[src/logic/isc_pkg.sv]
package isc_pkg;

  // ----------------------------------------------------------------
  // Register addresses and geometry
  // ----------------------------------------------------------------
  localparam int ADDR_W = 4;
  localparam int DATA_W = 16;
  localparam logic [3:0] ADDR_ENABLE = 4'hd;
  localparam logic [3:0] ADDR_COARSE = 4'he;
  localparam logic [3:0] ADDR_FINE = 4'hf;
  localparam logic [3:0] ADDR_OFFSET_I = 4'h2;
  localparam logic [3:0] ADDR_OFFSET_Q = 4'ha;

  // ----------------------------------------------------------------
  // Field positions
  // ----------------------------------------------------------------
  localparam int ENABLE_BIT = 15;
  localparam int AUTO_BIT = 14;
  localparam int INSEL_BIT = 15;
  localparam int DIR_BIT = 14;
  localparam int COARSE_HI = 13;
  localparam int COARSE_LO = 11;
  localparam int FINE_HI = 15;
  localparam int FINE_LO = 7;
  localparam int OFS_SIGN_BIT = 7;
  localparam int OFS_HI = 15;
  localparam int OFS_LO = 8;

  // ----------------------------------------------------------------
  // Reset values
  // ----------------------------------------------------------------
  localparam logic [15:0] RST_ENABLE = 16'h3fff;
  localparam logic [15:0] RST_COARSE = 16'h07ff;
  localparam logic [15:0] RST_FINE = 16'h007f;
  localparam logic [15:0] RST_OFFSET = 16'h007f;

  // ----------------------------------------------------------------
  // Delay step sizes in femtoseconds
  // ----------------------------------------------------------------
  localparam int COARSE_STEP_FS = 20000;
  localparam int FINE_STEP_FS = 100;
  localparam int DELAY_W = 18;

  // Operating mode of the converter pair
  typedef enum logic [1:0] {
    ISC_DUAL,
    ISC_INTERLEAVE_MANUAL,
    ISC_INTERLEAVE_AUTO
  } isc_mode_type;

  // Sample-clock control bundle toward the analog core
  typedef struct packed {
    logic interleave;
    logic auto_phase;
    logic route_q_both;
    logic delay_on_q;
    logic [DELAY_W-1:0] delay_fs;
  } isc_clk_ctl_type;

endpackage : isc_pkg
[src/logic/isc_interleave_skew_config.sv]
`timescale 1ns/1ps
// Summary of operation
// - Enable bit at one runs both converters interleaved on one input at twice the clock.
// - Enable bit at zero runs the converters as two independent channels.
// - Auto phase bit at one, with the enable bit at one, turns on automatic phase control and ignores the manual skews.
// - In automatic mode a phase detector keeps the I and Q edges 180 degrees apart.
// - Auto phase bit at zero, with the enable bit at one, takes the I to Q delay from the coarse and fine fields.
// - Input select at one routes the Q input to both converters, in interleave only; with enable at zero the routing flag stays clear.
// - Direction zero delays the I clock, direction one delays the Q clock.
// - Each coarse code adds about 20 ps, and zero adds none.
// - Each fine code adds about 0.1 ps to the selected channel, and zero adds none.
// - Reset clears the control bits and both skew fields.
// - Plus zero and minus zero offsets differ by a small step in the output code.
module isc_interleave_skew_config #(
  parameter int PHASE_STEP_FS = 100,
  parameter int PHASE_ERR_W = 8
) (
  input wire logic i_clk,
  input wire logic i_rst_b,
  input wire logic i_wr_stb,
  input wire logic [isc_pkg::ADDR_W-1:0] i_wr_addr,
  input wire logic [isc_pkg::DATA_W-1:0] i_wr_data,
  input wire logic i_phase_late,
  input wire logic i_phase_early,
  output logic [1:0] o_mode,
  output logic [$bits(isc_pkg::isc_clk_ctl_type)-1:0] o_clk_ctl,
  output logic o_ofs_i_sign_step,
  output logic o_ofs_q_sign_step
);

  // ----------------------------------------------------------------
  // Write decode
  // ----------------------------------------------------------------
  // Stored register words, one per mapped address
  logic [15:0] enable_reg_r;
  logic [15:0] coarse_reg_r;
  logic [15:0] fine_reg_r;
  logic [15:0] ofs_i_r;
  logic [15:0] ofs_q_r;
  // Address match of one register; shared by every write decode
  function automatic logic addr_hit(input logic stb,
                                    input logic [isc_pkg::ADDR_W-1:0] addr,
                                    input logic [isc_pkg::ADDR_W-1:0] target);
    addr_hit = stb && (addr == target);
  endfunction : addr_hit

  // Per-register strobes; an unmapped address matches none and is dropped
  wire wr_enable = addr_hit(i_wr_stb, i_wr_addr, isc_pkg::ADDR_ENABLE);
  wire wr_coarse = addr_hit(i_wr_stb, i_wr_addr, isc_pkg::ADDR_COARSE);
  wire wr_fine = addr_hit(i_wr_stb, i_wr_addr, isc_pkg::ADDR_FINE);
  wire wr_ofs_i = addr_hit(i_wr_stb, i_wr_addr, isc_pkg::ADDR_OFFSET_I);
  wire wr_ofs_q = addr_hit(i_wr_stb, i_wr_addr, isc_pkg::ADDR_OFFSET_Q);

  // Nothing reads these back, so the host must shadow what it wrote.
  // Unassigned bits are stored as written but feed no logic.
  // Each register has its own short process so a write touches one word.

  // Interleave enable register: enable and auto phase in the top two bits
  always_ff @(posedge i_clk or negedge i_rst_b)
  begin
    if (!i_rst_b)
      enable_reg_r <= isc_pkg::RST_ENABLE;
    else if (wr_enable)
      enable_reg_r <= i_wr_data;
  end

  // Coarse skew register: input select, direction and coarse code
  always_ff @(posedge i_clk or negedge i_rst_b)
  begin
    if (!i_rst_b)
      coarse_reg_r <= isc_pkg::RST_COARSE;
    else if (wr_coarse)
      coarse_reg_r <= i_wr_data;
  end

  // Fine skew register: fine code in the top nine bits
  always_ff @(posedge i_clk or negedge i_rst_b)
  begin
    if (!i_rst_b)
      fine_reg_r <= isc_pkg::RST_FINE;
    else if (wr_fine)
      fine_reg_r <= i_wr_data;
  end

  // I channel offset register; only its sign bit is used here
  always_ff @(posedge i_clk or negedge i_rst_b)
  begin
    if (!i_rst_b)
      ofs_i_r <= isc_pkg::RST_OFFSET;
    else if (wr_ofs_i)
      ofs_i_r <= i_wr_data;
  end

  // Q channel offset register; only its sign bit is used here
  always_ff @(posedge i_clk or negedge i_rst_b)
  begin
    if (!i_rst_b)
      ofs_q_r <= isc_pkg::RST_OFFSET;
    else if (wr_ofs_q)
      ofs_q_r <= i_wr_data;
  end

  // ----------------------------------------------------------------
  // Field extraction
  // ----------------------------------------------------------------
  // Enable register fields
  wire interleave_enable_bit = enable_reg_r[isc_pkg::ENABLE_BIT];
  wire auto_phase_control = enable_reg_r[isc_pkg::AUTO_BIT];

  // Coarse register fields
  wire input_select = coarse_reg_r[isc_pkg::INSEL_BIT];
  wire skew_direction_select = coarse_reg_r[isc_pkg::DIR_BIT];
  wire [2:0] coarse_magnitude = coarse_reg_r[isc_pkg::COARSE_HI:isc_pkg::COARSE_LO];

  // Fine register field
  wire [8:0] fine_magnitude = fine_reg_r[isc_pkg::FINE_HI:isc_pkg::FINE_LO];

  // Delay in fs for a coarse and fine code pair.
  // The largest pair fits the delay width, so the cut loses nothing.
  function automatic logic [isc_pkg::DELAY_W-1:0] skew_fs(input logic [2:0] c,
                                                          input logic [8:0] f);
    skew_fs = isc_pkg::DELAY_W'(c * isc_pkg::COARSE_STEP_FS + f * isc_pkg::FINE_STEP_FS);
  endfunction : skew_fs

  // Manual delay; zero codes give zero delay
  wire [isc_pkg::DELAY_W-1:0] manual_fs =
    skew_fs(coarse_magnitude, fine_magnitude);

  // ----------------------------------------------------------------
  // Automatic phase loop
  // ----------------------------------------------------------------
  // Tracks the detector: late pushes delay up, early pulls it down.
  // Detector inputs come from the analog core on another timebase.
  // Each step moves the delay by one phase step; the loop holds when idle.
  logic [2:0] late_sync_r;
  logic [2:0] early_sync_r;
  logic late_r;
  logic early_r;
  logic signed [PHASE_ERR_W-1:0] auto_trim_r;
  logic signed [PHASE_ERR_W-1:0] auto_trim_nxt;
  localparam logic signed [PHASE_ERR_W-1:0] TRIM_MAX = {1'b0, {(PHASE_ERR_W-1){1'b1}}};
  // Negative limit mirrors the positive one, so the magnitude never
  // needs the one code that has no positive partner
  localparam logic signed [PHASE_ERR_W-1:0] TRIM_MIN = -TRIM_MAX;

  // Detector levels are asynchronous here: three flops each, and a change
  // is taken only once the second and third stages agree, which also
  // drops a single-cycle glitch.

  // Late detector synchroniser
  always_ff @(posedge i_clk or negedge i_rst_b)
  begin
    if (!i_rst_b)
    begin
      late_sync_r <= 3'h0;
      late_r <= 1'b0;
    end
    else
    begin
      late_sync_r <= {late_sync_r[1:0], i_phase_late};
      if (late_sync_r[1] == late_sync_r[2])
        late_r <= late_sync_r[2];
    end
  end

  // Early detector synchroniser
  always_ff @(posedge i_clk or negedge i_rst_b)
  begin
    if (!i_rst_b)
    begin
      early_sync_r <= 3'h0;
      early_r <= 1'b0;
    end
    else
    begin
      early_sync_r <= {early_sync_r[1:0], i_phase_early};
      if (early_sync_r[1] == early_sync_r[2])
        early_r <= early_sync_r[2];
    end
  end

  // Saturating trim, held at zero outside automatic interleave.
  // Both detector levels high at once is treated as no error and holds.
  // Clearing on exit means a later entry starts from the centre again,
  // instead of from a stale correction left by an earlier run.
  wire auto_run = interleave_enable_bit && auto_phase_control;
  always_comb
  begin
    auto_trim_nxt = auto_trim_r;
    if (!auto_run)
      auto_trim_nxt = '0;
    else if (late_r && !early_r && auto_trim_r != TRIM_MAX)
      auto_trim_nxt = auto_trim_r + 1'b1;
    else if (early_r && !late_r && auto_trim_r != TRIM_MIN)
      auto_trim_nxt = auto_trim_r - 1'b1;
  end

  always_ff @(posedge i_clk or negedge i_rst_b)
  begin
    if (!i_rst_b)
      auto_trim_r <= '0;
    else
      auto_trim_r <= auto_trim_nxt;
  end

  // Magnitude and side of the automatic correction.
  // A positive trim delays the I clock, a negative one the Q clock.
  wire auto_on_q = auto_trim_r[PHASE_ERR_W-1];
  wire [PHASE_ERR_W-1:0] auto_mag = auto_on_q ? PHASE_ERR_W'(-auto_trim_r) : auto_trim_r;
  wire [isc_pkg::DELAY_W-1:0] auto_fs =
    isc_pkg::DELAY_W'(auto_mag * PHASE_STEP_FS);

  // ----------------------------------------------------------------
  // Mode and clock control selection
  // ----------------------------------------------------------------
  // Enable off wins over auto phase: dual mode ignores both skew registers.
  // In interleave the auto bit then picks detector or manual delay,
  // so a stale manual setting never leaks into automatic operation.
  isc_pkg::isc_mode_type mode_nxt;
  isc_pkg::isc_clk_ctl_type ctl_nxt;
  assign mode_nxt = !interleave_enable_bit ? isc_pkg::ISC_DUAL :
                    auto_phase_control ? isc_pkg::ISC_INTERLEAVE_AUTO :
                    isc_pkg::ISC_INTERLEAVE_MANUAL;

  always_comb
  begin
    ctl_nxt.interleave = interleave_enable_bit;
    ctl_nxt.auto_phase = auto_run;
    ctl_nxt.route_q_both = interleave_enable_bit && input_select;
    ctl_nxt.delay_on_q = 1'b0;
    ctl_nxt.delay_fs = '0;
    case (mode_nxt)
      isc_pkg::ISC_INTERLEAVE_MANUAL:
      begin
        ctl_nxt.delay_on_q = skew_direction_select;
        ctl_nxt.delay_fs = manual_fs;
      end
      isc_pkg::ISC_INTERLEAVE_AUTO:
      begin
        ctl_nxt.delay_on_q = auto_on_q;
        ctl_nxt.delay_fs = auto_fs;
      end
      isc_pkg::ISC_DUAL:
      begin
        ctl_nxt.delay_on_q = 1'b0;
        ctl_nxt.delay_fs = '0;
      end
      default:
      begin
        ctl_nxt.delay_on_q = 1'b0;
        ctl_nxt.delay_fs = '0;
      end
    endcase
  end

  // ----------------------------------------------------------------
  // Offset sign step flags
  // ----------------------------------------------------------------
  // A set sign bit shifts the code by a fraction of an LSB even at zero magnitude.
  // The flag lets the core tell plus zero from minus zero, so software
  // cannot treat a zero offset with either sign as the same setting.
  wire ofs_i_step = ofs_i_r[isc_pkg::OFS_SIGN_BIT];
  wire ofs_q_step = ofs_q_r[isc_pkg::OFS_SIGN_BIT];

  // Registered outputs; every top-level output leaves a flop

  // Operating mode
  always_ff @(posedge i_clk or negedge i_rst_b)
  begin
    if (!i_rst_b)
      o_mode <= 2'h0;
    else
      o_mode <= mode_nxt;
  end

  // Sample-clock control word
  always_ff @(posedge i_clk or negedge i_rst_b)
  begin
    if (!i_rst_b)
      o_clk_ctl <= '0;
    else
      o_clk_ctl <= ctl_nxt;
  end

  // I offset sign step
  always_ff @(posedge i_clk or negedge i_rst_b)
  begin
    if (!i_rst_b)
      o_ofs_i_sign_step <= 1'b0;
    else
      o_ofs_i_sign_step <= ofs_i_step;
  end

  // Q offset sign step
  always_ff @(posedge i_clk or negedge i_rst_b)
  begin
    if (!i_rst_b)
      o_ofs_q_sign_step <= 1'b0;
    else
      o_ofs_q_sign_step <= ofs_q_step;
  end

endmodule : isc_interleave_skew_config

[config.mk]
export PLATFORM = sky130hd
export DESIGN_NAME = isc_interleave_skew_config
export DESIGN_NICKNAME = d
export VERILOG_FILES = /design/src/logic/isc_pkg.sv /design/src/logic/isc_interleave_skew_config.sv
export SDC_FILE = /design/constraint.sdc
export NUM_CORES = 1
export LEC_CHECK = 0
export ABC_AREA = 1
export BUFFER_PORTS_ARGS = -buffer_cell sky130_fd_sc_hd__buf_2
export CELL_PAD_IN_SITES_DETAIL_PLACEMENT = 0
export CELL_PAD_IN_SITES_GLOBAL_PLACEMENT = 1
export CORE_UTILIZATION = 28
export DETAILED_ROUTE_END_ITERATION = 12
export GPL_ROUTABILITY_DRIVEN = 0
export PLACE_DENSITY_LB_ADDON = 0.2
export SKIP_CTS_REPAIR_TIMING = 1
export SLEW_MARGIN = 25
export SYNTH_ARGS = -nofsm -noshare
export SYNTH_HDL_FRONTEND = slang
export SYNTH_SLANG_ARGS = --single-unit
[constraint.sdc]
create_clock -name i_clk -period 3.9 [get_ports i_clk]
set_input_delay 0.585 -clock i_clk [delete_from_list [all_inputs] [get_ports i_clk]]
set_output_delay 0.585 -clock i_clk [all_outputs]
set_load 0.005 [all_outputs]
==> impl_metrics.tcl <==
set metrics [dict create \
    status "finished clean" \
    power.switching_fraction_pct 45.38 \
    max-cap-violations 0 \
    place_worst_setup_slack_ns 0.02175 \
    synthesis.yosys.warnings 0 \
    finalSetupViolCount 0 \
    ir_drop_uv 338.8 \
    core_area_sq_um 16640 \
    dp.cells 851 \
    report.power.total_mw 4.153 \
    sequential_cell_fraction_of_total_power_pct 18.8 \
    worstHoldPathType "flip-flop to flip-flop" \
    start_util_pct 28.81 \
    die-width_um 132.9 \
    standard_cell_row_count 47 \
    finish.instance_area_sq_um 5816 \
    syn-cell-area_sq_um 4795 \
    arrival_ns 3.88 \
    critPathMaxStageDelay_ns 0.49 \
    avgViaCountPerCell 4.459 \
    htreeDepth 3 \
    fp.dieH_um 132.9 \
    wirelength_mm 11.18 \
    first_pass_grt_wire_length_mm 19.04 \
    endpoint_class_of_the_critical_path "flip-flop" \
    ys_ff_latch 57 \
    antenna_found_initial 0 \
    tritoncts_clock_tree "yes" \
    number_of_failing_hold_endpoints_at_the_final_stage 0 \
    drt_pass1_iterations 4 \
    clock_tree_skew_after_final_layout_ns 0.008388 \
    detail_route.iter0.violations 120 \
    clock_tree_root_buffer_cell "sky130_fd_sc_hd__clkbuf_16" \
    p_int_mw 2.268 \
    num_antenna_cells 0 \
    comb_power_share_pct 63.1 \
    dieArea_sq_um 17650 \
    antenna_violating_nets_post_route 0 \
    syn-instance-count 576 \
    grt-ovfl-total 0 \
    power_density_nw_per_um2 714.1 \
    final.setup.worst_slack_ns 0.2421 \
    cts_inserted_buffers 9 \
    static-leakage-power_nw 3.202 \
    groute.usage.overall_pct 13.69 \
    final.min_clock_period_ns 3.658 \
    wire_per_inst_um 12.79 \
    clk_path_buf_depth 2 \
    portBuffers 41 \
    grt_pass1_vias 3930 \
    boundaryPins 51 \
    grt_start_max_net_pins 36 \
    placed_wire_length_estimate_after_detailed_placement_mm 9.139 \
    synth_flop_cell "sky130_fd_sc_hd__dfrtp_1" \
    average_size_of_a_mapped_cell_sq_um 8.324 \
    fin_setup_tns_ns 0 \
    finalMaxSlewViolations 0 \
    clock_power_share_pct 18.1 \
    vias 3897 \
    relSlewSlack_pct 41.21 \
    worstSkewPairLatency_ns 0.34 \
    clk_pin_slew_worst_paths_ns 0.06 \
    path_class "flip-flop to flip-flop" \
    register_area_share_after_synthesis_pct 29.75 \
    max_clock_freq_mhz 273.4 \
    transition_time_of_the_tightest_slew_check_pin_ns 0.8819 \
    timing.critical_path.cells "inv_1, ha_1, or2_2, xor2_1, inv_1, ha_1, ha_1, inv_1, fa_1, inv_1, ha_1, nand3_1, nand2_1, a21oi_1, or2_2, nand3_1, nand2_1" \
    power.net_switching_mw 1.885 \
    crit_path_max_fo 6 \
    ys_async_sr_fraction_pct 100.0 \
    cp-start-kind "flip-flop" \
    area_growth_synth_to_finish_pct 21.29 \
    yosys.cell_types.count 41 \
    cp.required_ns 4.12 \
    drcViolationCount 0 \
    num-fill-cells 1752 \
    share_of_final_layout_standard_cells_stronger_than_drive_strength_1_pct 20.18 \
    cell_at_the_slowest_stage_of_the_critical_path "sky130_fd_sc_hd__fa_1" \
    synth_enable_flop_cells 0 \
    detailed_place.area_sq_um 5375 \
    num_clock_sinks 57 \
    design.final.nets 770 \
    post-route-period-util_pct 93.79 \
    layout.cells.non_filler 874 \
]
cells in the final DEF (no fill, tap or decap), types with 5 or more instances in the layout:
cell type / synthesis / routed
sky130_fd_sc_hd__xor2_1: 17 / 17
sky130_fd_sc_hd__a21oi_1: 33 / 27
sky130_fd_sc_hd__a21oi_2: 0 / 6
sky130_fd_sc_hd__dfrtp_1: 57 / 57
sky130_fd_sc_hd__inv_6: 0 / 5
sky130_fd_sc_hd__inv_2: 5 / 6
sky130_fd_sc_hd__nor2_1: 25 / 22
sky130_fd_sc_hd__nand2_1: 114 / 112
sky130_fd_sc_hd__buf_4: 4 / 26
sky130_fd_sc_hd__nand2_2: 5 / 7
sky130_fd_sc_hd__o22ai_1: 5 / 5
sky130_fd_sc_hd__clkbuf_16: 0 / 9
sky130_fd_sc_hd__inv_1: 84 / 83
sky130_fd_sc_hd__nand3_1: 39 / 38
sky130_fd_sc_hd__ha_1: 84 / 78
sky130_fd_sc_hd__buf_2: 1 / 41
sky130_fd_sc_hd__nor2_2: 2 / 5
sky130_fd_sc_hd__fa_1: 12 / 12
sky130_fd_sc_hd__o21ai_0: 34 / 33
sky130_fd_sc_hd__nand4_1: 11 / 11
metal layers:
layer	GRT usage (%)	up-vias	part of all wire, %
met1	17.86	1778	50
met4	3.831	0	1.1
met5	0	-	0
met2	22.11	60	44
met3	3.716	8	4.5
li1	-	2051	-
state kept, by name (all words and copies together), names as in the netlist, 2 cells and up:
register / count
o_clk_ctl: 20
coarse_reg_r: 5
fine_reg_r: 9
enable_reg_r: 2
auto_trim_r: 8
late_sync_r: 3
early_sync_r: 3
cells by family after synthesis:
group | share of synthesized area [%]
fa+ha+maj | 27.35
simple gates | 20.04
buf+inv | 8.011
other cells | 0.07821
mux | 0.7045
compound gates | 10.41
flops | 29.75
xor+xnor | 3.653
synthesized netlist by cell type (4+ instances only):
library cell / instances / area share (%)
sky130_fd_sc_hd__o211ai_1: 4 / 0.63
sky130_fd_sc_hd__o21ai_0: 34 / 3.5
sky130_fd_sc_hd__nand2_2: 5 / 0.65
sky130_fd_sc_hd__a21oi_1: 33 / 3.4
sky130_fd_sc_hd__xor2_1: 17 / 3.1
sky130_fd_sc_hd__inv_1: 84 / 6.6
sky130_fd_sc_hd__dfrtp_1: 57 / 30
sky130_fd_sc_hd__nand4_1: 11 / 1.4
sky130_fd_sc_hd__nor2_1: 25 / 2.0
sky130_fd_sc_hd__o22ai_1: 5 / 0.65
sky130_fd_sc_hd__or2_2: 4 / 0.52
sky130_fd_sc_hd__buf_4: 4 / 0.63
sky130_fd_sc_hd__nand2_1: 114 / 8.9
sky130_fd_sc_hd__fa_1: 12 / 5.0
sky130_fd_sc_hd__ha_1: 84 / 22
sky130_fd_sc_hd__inv_2: 5 / 0.39
sky130_fd_sc_hd__nand3_1: 39 / 4.1
worst max-delay path: cells and delay by family, from the launching register on:
family                   cells  cell delay [ns]
AND/OR/NAND/NOR              6             0.95
XOR/XNOR                     1             0.20
adder cells (fa/ha/maj)      5             1.65
buffers and inverters        4             0.26
AO/OA/AOI/OAI                1             0.10
flip-flops                   1             0.39
per-stage QoR:
stage                     hold WS (ns)  util (%)
after floorplan                 0.2894         -
after global placement          0.3322     32.30
after detailed placement        0.3358     32.30
after CTS                       0.3330     34.01
after global routing            0.3374     34.94
final                           0.3457     34.94
power by group through the flow:
| stage | Sequential, mW | Clock [mW] | Combinational, mW |
|---|---|---|---|
| after detailed placement | 0.795 | 0 | 2.38 |
| after global routing | 0.800 | 0.801 | 3.02 |
| final | 0.782 | 0.752 | 2.62 |
| after global placement | 0.794 | 0 | 2.39 |
| after floorplan | 0.776 | 0 | 1.65 |
| after CTS | 0.786 | 0.777 | 2.40 |
final cells by class:
type | count | area, sq um | share of cell area (%)
clock buffers | 9 | 225.2 | 3.873
clock inverters | 7 | 58.81 | 1.011
inverters | 90 | 337.8 | 5.809
multi-input cells | 424 | 3092 | 53.16
flip-flops and latches | 57 | 1426 | 24.53
well taps | 220 | 275.3 | 4.733
repair buffers | 67 | 400.4 | 6.885
path summary, 6_finish.rpt:
check,start,to,slack (ns),depth (start not counted)
worst min register to register,early_sync_r[0],early_sync_r[1],0.35,0
min in group asynchronous,i_rst_b,o_mode[0],0.36,1
worst max register to register,auto_trim_r[1],o_clk_ctl[11],0.24,17
worst min-delay path,early_sync_r[0],early_sync_r[1],0.35,0
worst max-delay path,auto_trim_r[1],o_clk_ctl[11],0.24,17
max in group asynchronous,i_rst_b,o_clk_ctl[3],2.70,2
Power figures use the tool's default switching activity.
